===== src/hw/rtcef_pkg.sv =====
`default_nettype none
// ==========================================================
// register map and timing
package rtcef_pkg;
  localparam int          ADR_W        = 20;
  localparam int          NFLAG        = 4;
  localparam logic [19:0] FLAG_ADDR    = 20'hf_fff0;
  localparam logic [19:0] CTRL_ADDR    = 20'hf_ffe0;
  localparam logic [19:0] IRQ_ST_ADDR  = 20'hf_ffe4;
  localparam logic [19:0] IRQ_CLR_ADDR = 20'hf_ffe8;
  localparam logic [19:0] IRQ_EN_ADDR  = 20'hf_ffec;
  // flag index i sits at data bit FLAG_LSB + i
  localparam int          FLAG_LSB     = 4;
  localparam int          OSCILLATOR_FAIL_FLAG_IDX     = 0;
  localparam int          PF_IDX       = 1;
  localparam int          AF_IDX       = 2;
  localparam int          WDF_IDX      = 3;
  localparam int          CTL_MSB      = 2;
  localparam int          OSC_EN_BIT   = 0;
  // flags cleared by a read; oscillator flag is not
  localparam logic [3:0]  RD_CLR_MASK  = 4'b1110;
  localparam logic [2:0]  CTL_RST      = 3'h0;
  localparam logic [7:0]  CTRL_RST     = 8'h01;
  localparam logic [3:0]  IRQ_EN_RST   = 4'h0;
  localparam logic [15:0] CNT_RST      = 16'h0000;
  localparam int          CLK_HZ       = 10_000_000;
  localparam int          OSC_WAIT_MS  = 5;
  localparam int          OSC_WAIT_CYC = OSC_WAIT_MS * CLK_HZ / 1000;

  typedef enum logic [1:0]
  {
    OSC_LOAD = 2'b00,
    OSC_WAIT = 2'b01,
    OSC_DONE = 2'b10
  } rtcef_osc_st_t;
endpackage : rtcef_pkg
`default_nettype wire


===== src/hw/rtcef_ev_if.sv =====
`timescale 1ns/1ps
`default_nettype none
// ==========================================================
// flag events and clears between bus side and flag store
interface rtcef_ev_if;
  logic [3:0] set_ev;
  logic [3:0] rd_clr;
  logic [3:0] wr_clr;
  logic [3:0] irq_clr;
  logic [3:0] flags;
  logic [3:0] irq_st;

  modport ctl_side  (output set_ev, rd_clr, wr_clr, irq_clr, input flags, irq_st);
  modport flag_side (input set_ev, rd_clr, wr_clr, irq_clr, output flags, irq_st);
endinterface : rtcef_ev_if
`default_nettype wire


===== src/hw/rtcef_flags.sv =====
`timescale 1ns/1ps
`default_nettype none
// ==========================================================
// sticky flags and interrupt status, set wins over clear
module rtcef_flags
  import rtcef_pkg::*;
(
  input  wire logic     clk_i,
  input  wire logic     rst_i,
  input  wire logic     ce_i,
  rtcef_ev_if.flag_side ev
);
  logic [NFLAG-1:0] flag_q;
  logic [NFLAG-1:0] st_q;

  assign ev.flags  = flag_q;
  assign ev.irq_st = st_q;

  for (genvar i = 0; i < NFLAG; i++)
  begin : g_flag
    always_ff @(posedge clk_i)
    begin
      if (rst_i)
      begin
        flag_q[i] <= 1'b0;
        st_q[i]   <= 1'b0;
      end
      else if (ce_i)
      begin
        flag_q[i] <= (flag_q[i] & ~(ev.rd_clr[i] | ev.wr_clr[i])) | ev.set_ev[i];
        st_q[i]   <= (st_q[i] & ~ev.irq_clr[i]) | ev.set_ev[i];
      end
    end
  end
endmodule : rtcef_flags
`default_nettype wire


===== src/hw/rtcef_top.sv =====
// The Wishbone interface to the registers was decided locally.
`timescale 1ns/1ps
`default_nettype none
// ==========================================================
module rtcef_top
  import rtcef_pkg::*;
#(
  parameter int OSC_WAIT_CYCLES = OSC_WAIT_CYC
)
(
  input  wire logic        clk_i,
  input  wire logic        rst_i,
  input  wire logic        ce_i,
  input  wire logic        wb_cyc_i,
  input  wire logic        wb_stb_i,
  input  wire logic        wb_we_i,
  input  wire logic [19:0] wb_adr_i,
  input  wire logic [3:0]  wb_sel_i,
  input  wire logic [31:0] wb_dat_i,
  output logic      [31:0] wb_dat_o,
  output logic             wb_ack_o,
  input  wire logic        wdog_zero_i,
  input  wire logic        alarm_hit_i,
  input  wire logic        supply_low_i,
  input  wire logic        osc_run_i,
  input  wire logic        osc_fail_kept_i,
  output logic             osc_en_o,
  output logic             osc_fail_o,
  output logic             irq_o
);
  // ==========================================================
  // decode
  function automatic logic hit(input logic [19:0] adr, input logic [19:0] off);
    hit = (adr == off);
  endfunction : hit

  rtcef_ev_if ev ();

  logic             ack_q;
  logic [31:0]      dat_q;
  logic [CTL_MSB:0] ctl_q;
  logic [7:0]       ctrl_q;
  logic [3:0]       en_q;
  logic             irq_q;
  logic             osc_s1_q;
  logic             osc_s2_q;
  logic             seen_q;
  logic [15:0]      cnt_q;
  rtcef_osc_st_t    ost_q;
  rtcef_osc_st_t    ost_d;

  wire        req      = wb_cyc_i & wb_stb_i & ~ack_q;
  wire        wr       = req & wb_we_i & wb_sel_i[0];
  wire        rd       = req & ~wb_we_i;
  wire        hit_flag = hit(wb_adr_i, FLAG_ADDR);
  wire        hit_ctrl = hit(wb_adr_i, CTRL_ADDR);
  wire        hit_st   = hit(wb_adr_i, IRQ_ST_ADDR);
  wire        hit_en   = hit(wb_adr_i, IRQ_EN_ADDR);
  wire        hit_clr  = hit(wb_adr_i, IRQ_CLR_ADDR);
  wire [7:0]  flag_rd  = {ev.flags, 1'b0, ctl_q};
  wire [31:0] rd_word  = hit_flag ? {24'h00_0000, flag_rd}
                       : hit_ctrl ? {24'h00_0000, ctrl_q}
                       : hit_st   ? {28'h000_0000, ev.irq_st}
                       : hit_en   ? {28'h000_0000, en_q}
                       : 32'h0000_0000;
  wire        win_end  = (ost_q == OSC_WAIT) & (cnt_q == 16'(OSC_WAIT_CYCLES - 1));
  wire        osc_dead = win_end & ctrl_q[OSC_EN_BIT] & ~seen_q & ~osc_s2_q;
  wire        osc_load = (ost_q == OSC_LOAD) & osc_fail_kept_i;

  // ==========================================================
  // next register values
  wire [31:0]      dat_d  = rd ? rd_word : 32'h0000_0000;
  wire [CTL_MSB:0] ctl_d  = (wr & hit_flag) ? wb_dat_i[CTL_MSB:0] : ctl_q;
  wire [7:0]       ctrl_d = (wr & hit_ctrl) ? wb_dat_i[7:0] : ctrl_q;
  wire [3:0]       en_d   = (wr & hit_en) ? wb_dat_i[3:0] : en_q;
  wire             irq_d  = |(ev.irq_st & en_q);
  wire [15:0]      cnt_d  = (ost_q == OSC_WAIT) ? cnt_q + 16'h0001 : cnt_q;

  // ==========================================================
  // events and clears
  assign ev.set_ev[WDF_IDX]  = wdog_zero_i;
  assign ev.set_ev[AF_IDX]   = alarm_hit_i;
  assign ev.set_ev[PF_IDX]   = supply_low_i;
  assign ev.set_ev[OSCILLATOR_FAIL_FLAG_IDX] = osc_dead | osc_load;
  assign ev.rd_clr  = (rd & hit_flag) ? (ev.flags & RD_CLR_MASK) : 4'h0;
  assign ev.wr_clr  = {3'h0, wr & hit_flag & ~wb_dat_i[FLAG_LSB + OSCILLATOR_FAIL_FLAG_IDX]};
  assign ev.irq_clr = (wr & hit_clr) ? wb_dat_i[3:0] : 4'h0;

  rtcef_flags rtcef_flags_i
  (
    .clk_i (clk_i),
    .rst_i (rst_i),
    .ce_i  (ce_i),
    .ev    (ev)
  );

  // ==========================================================
  // oscillator start window
  always_comb
  begin
    ost_d = ost_q;
    case (ost_q)
      OSC_LOAD: ost_d = OSC_WAIT;
      OSC_WAIT: ost_d = win_end ? OSC_DONE : OSC_WAIT;
      OSC_DONE: ost_d = OSC_DONE;
      default:  ost_d = OSC_LOAD;
    endcase
  end

  always_ff @(posedge clk_i)
  begin
    if (rst_i)
    begin
      ost_q    <= OSC_LOAD;
      cnt_q    <= CNT_RST;
      seen_q   <= 1'b0;
      osc_s1_q <= 1'b0;
      osc_s2_q <= 1'b0;
    end
    else if (ce_i)
    begin
      ost_q    <= ost_d;
      cnt_q    <= cnt_d;
      seen_q   <= seen_q | osc_s2_q;
      osc_s1_q <= osc_run_i;
      osc_s2_q <= osc_s1_q;
    end
  end

  // ==========================================================
  // wishbone slave and registers
  always_ff @(posedge clk_i)
  begin
    if (rst_i)
    begin
      ack_q  <= 1'b0;
      dat_q  <= 32'h0000_0000;
      ctl_q  <= CTL_RST;
      ctrl_q <= CTRL_RST;
      en_q   <= IRQ_EN_RST;
      irq_q  <= 1'b0;
    end
    else if (ce_i)
    begin
      ack_q  <= req;
      dat_q  <= dat_d;
      ctl_q  <= ctl_d;
      ctrl_q <= ctrl_d;
      en_q   <= en_d;
      irq_q  <= irq_d;
    end
  end

  assign wb_ack_o   = ack_q;
  assign wb_dat_o   = dat_q;
  assign irq_o      = irq_q;
  assign osc_en_o   = ctrl_q[OSC_EN_BIT];
  assign osc_fail_o = ev.flags[OSCILLATOR_FAIL_FLAG_IDX];

  wire rd_flag = ce_i & rd & hit_flag;
endmodule : rtcef_top
`default_nettype wire


===== config.mk =====
export PLATFORM = sky130hd
export DESIGN_NAME = rtcef_top
export DESIGN_NICKNAME = d
export VERILOG_FILES = /design/src/hw/rtcef_pkg.sv /design/src/hw/rtcef_ev_if.sv /design/src/hw/rtcef_flags.sv /design/src/hw/rtcef_top.sv
export SDC_FILE = /design/constraint.sdc
export NUM_CORES = 1
export LEC_CHECK = 0
export ABC_AREA = 1
export BUFFER_PORTS_ARGS = -buffer_cell sky130_fd_sc_hd__buf_2
export CORE_ASPECT_RATIO = 1.2
export CORE_MARGIN = 2
export CORE_UTILIZATION = 46
export CTS_BUF_LIST = sky130_fd_sc_hd__clkbuf_2
export DETAILED_ROUTE_END_ITERATION = 6
export HOLD_SLACK_MARGIN = 0.08
export PLACE_DENSITY = 0.84
export SLEW_MARGIN = 20
export SYNTH_ARGS = -nofsm -noshare
export SYNTH_HDL_FRONTEND = slang
export SYNTH_SLANG_ARGS = --single-unit

===== constraint.sdc =====
create_clock -name clk_i -period 1.25 [get_ports clk_i]
set_input_delay 0.25 -clock clk_i [delete_from_list [all_inputs] [get_ports clk_i]]
set_output_delay 0.25 -clock clk_i [all_outputs]
set_load 0.005 [all_outputs]

==> flow_metrics.env <==
export IMPL_status="complete, but fails checks"
export IMPL_violations="setup timing"
export IMPL_worst_setup_path_type="register to register"
export IMPL_setup_viol=54
export IMPL_dieArea_um2=6760
export IMPL_skew_ns=0.0476
export IMPL_wire_per_inst_um=14.4
export IMPL_grt_pass1_wl_mm=12.6
export IMPL_startpoint_type="register"
export IMPL_cts_tree="built"
export IMPL_rsz0062_at_grt="yes"
export IMPL_fin_crit_ns=1.43
export IMPL_nets=592
export IMPL_vdd_drop_max_v=0.000480
export IMPL_place_congestion=0.930
export IMPL_clock_sinks=54
export IMPL_max_cap_violations=0
export IMPL_syn_area_um2=2820
export IMPL_yosysWarnings=0
export IMPL_gr_usage_all_layers_pct=24.2
export IMPL_drv_slew=0
export IMPL_path_cells="nor2_4 -> inv_2 -> nor2_4 -> nand2_4 -> inv_4 -> nand4_4 -> nor2_2 -> a211oi_2"
export IMPL_hp_class="input port to register"
export IMPL_cts_clk_slew_worst_paths_ns=0.33
export IMPL_power_leakage_nw=1.78
export IMPL_ys_flop_type="dfxtp_1"
export IMPL_synth_cell_types=34
export IMPL_drtIter0Drc=164
export IMPL_setup_slack_ns=-0.182
export IMPL_crit_path_end_kind="register"
export IMPL_antenna_found_initial=0
export IMPL_period_share_pct=115
export IMPL_clock_latency_ns=0.50
export IMPL_synth_edff_count=0
export IMPL_cp_arrival_ns=1.83
export IMPL_fill_cells=442
export IMPL_ys_ff_latch=54
export IMPL_crit_required_ns=1.64
export IMPL_cts_buffers_inserted=5
export IMPL_start_util_pct=47.1
export IMPL_synthArstFlopShare_pct=0
export IMPL_synth_area_per_cell_um2=7.09
export IMPL_synth_most_common_cell="nand2_1"
export IMPL_cp_slowest_cell="dfxtp_2"
export IMPL_vias=3096
export IMPL_final_util_pct=70.3
export IMPL_synth_area_top_cells="dfxtp_1 38%, nand2_1 12%, buf_4 6.7%"
export IMPL_power_w=0.00295
export IMPL_ioPinCount=103
export IMPL_synth_top_cells_by_count="87 x nand2_1, 54 x dfxtp_1, 46 x nor2_1, 32 x inv_1, 28 x a21oi_1"
export IMPL_synth_top_area_share_pct=38.4
export IMPL_place_hpwl_mm=5.66
export IMPL_htreeDepth=2
export IMPL_antenna_cells=0
export IMPL_die_x_um=75.4
export IMPL_path_common_cell="nor2_4"
export IMPL_drt_total_wl_mm=8.73
export IMPL_grt_start_max_net_pins=32
export IMPL_syn_inst=397
export IMPL_port_buffers=51
export IMPL_p_per_area_nw_per_um2=702
export IMPL_drt_vias_per_instance=5.10
export IMPL_path_max_fanout=8
export IMPL_hold_viol=0
export IMPL_post_route_drc_count=0
export IMPL_rows=31
export IMPL_area_delta_synth_final_pct=49.1
export IMPL_dpl_instance_area_um2=3470
export IMPL_firstDrtPassIters=4
export IMPL_grt_pass1_vias=2929
export IMPL_slowest_delay_ns=0.41
export IMPL_synth_largest_area_cell="dfxtp_1"
export IMPL_root_buffer="clkbuf_2"
export IMPL_cts_buffer_depth=2
export IMPL_ys_seq_area_share_pct=38.4
export IMPL_die_h_um=89.7
export IMPL_max_freq_mhz=698
export IMPL_finalInstanceArea_um2=4200
export IMPL_grt_ovfl_total=0
export IMPL_route_antenna_remaining_nets=0
export IMPL_drive_gt1_share_pct=43.0
export IMPL_core_area_um2=5970
-- through the flow --
step | TNS (ns) | hold slack (ns) | setup slack, ns | cells
global route | -8.16 | 0.105 | -0.299 | 607
finish | -5.07 | 0.0868 | -0.182 | 607
CTS | -2.64 | 0.133 | -0.127 | 598
floorplan | -0.138 | 0.380 | -0.0280 | 420
global placement | -6.54 | 0.444 | -0.218 | 571
detailed placement | -9.16 | 0.454 | -0.306 | 571
-- worst max-delay path: cells and delay by family (launching register included) --
family	cells	cell delay, ns
buffers and inverters	2	0.16
AND/OR/NAND/NOR	5	0.70
flip-flops	1	0.41
AO/OA/AOI/OAI	1	0.05
-- state kept, by name, indices dropped and copies added, names as in the netlist --
name                     count
rtcef_flags_i.ev.flags       4
wb_ack_o                     1
osc_s1_q                     1
irq_o                        1
ost_q                        2
wb_dat_o                     8
ctl_q                        3
osc_s2_q                     1
ctrl_q                       8
seen_q                       1
rtcef_flags_i.ev.irq_st      4
cnt_q                       16
en_q                         4
-- kinds of logic after synthesis --
logic type	after synthesis	share of synthesized area, %
other	1	0.133
buffers and inverters	68	12.8
AO/OA/AOI/OAI	69	13.8
flip-flops	54	38.4
AND/OR/NAND/NOR	200	33.2
adder cells (fa/ha/maj)	1	0.444
XOR/XNOR	4	1.24
-- layout by cell type (no fill, tap or decap), drive strengths merged, types with 3 or more instances in the layout --
master,n
nand4,10
dfxtp,54
nor2,59
clkbuf,5
nand2,93
nor3,12
o21ai,22
a31oi,5
nand3,21
nor4,3
o21bai,3
dlygate4sd3,13
conb,24
buf,116
inv,36
a21oi,28
a211oi,7
-- path summary, 6_finish.rpt --
kind | from | end | slack (ns) | depth (start not counted)
worst min-delay path | osc_fail_kept_i | rtcef_flags_i.ev.flags[0] | 0.09 | 5
worst min register to register | ctrl_q[4] | wb_dat_o[4] | 0.46 | 2
worst max-delay path | wb_ack_o | en_q[3] | -0.18 | 8
worst max register to register | wb_ack_o | en_q[3] | -0.18 | 8
-- metal layers --
layer  wire length (µm)  share of wire, %  global-route usage [%]
met4                454               5.2                    13.6
met3                383               4.4                    4.46
met1               3220                37                    24.6
met5                  0                 0                       0
met2               4670                54                    45.3
-- power breakdown --
group	internal (W)	switching, W
Combinational	0.000189	0.000221
Clock	0.000143	0.000608
Sequential	0.00176	0.0000272
Total	0.00209	0.000857
-- final cells by class --
cell class	instances	area [µm²]	share of cell area (%)
flip-flops and latches	54	1110	26.5
clock buffers	5	25.0	0.596
well taps	82	103	2.44
multi-input cells	299	1790	42.7
repair buffers	129	998	23.8
inverters	35	141	3.37
clock inverters	3	23.8	0.566
-- timing repair --
item	in CTS	in global routing
gates resized for setup	48	76
pin swaps	11	36
hold endpoints to repair	21	0
hold buffers	13	0
buffers inserted	4	10
setup endpoints to repair	53	58
gates cloned	2	0
No activity file was read; power rests on OpenSTA's default activity.
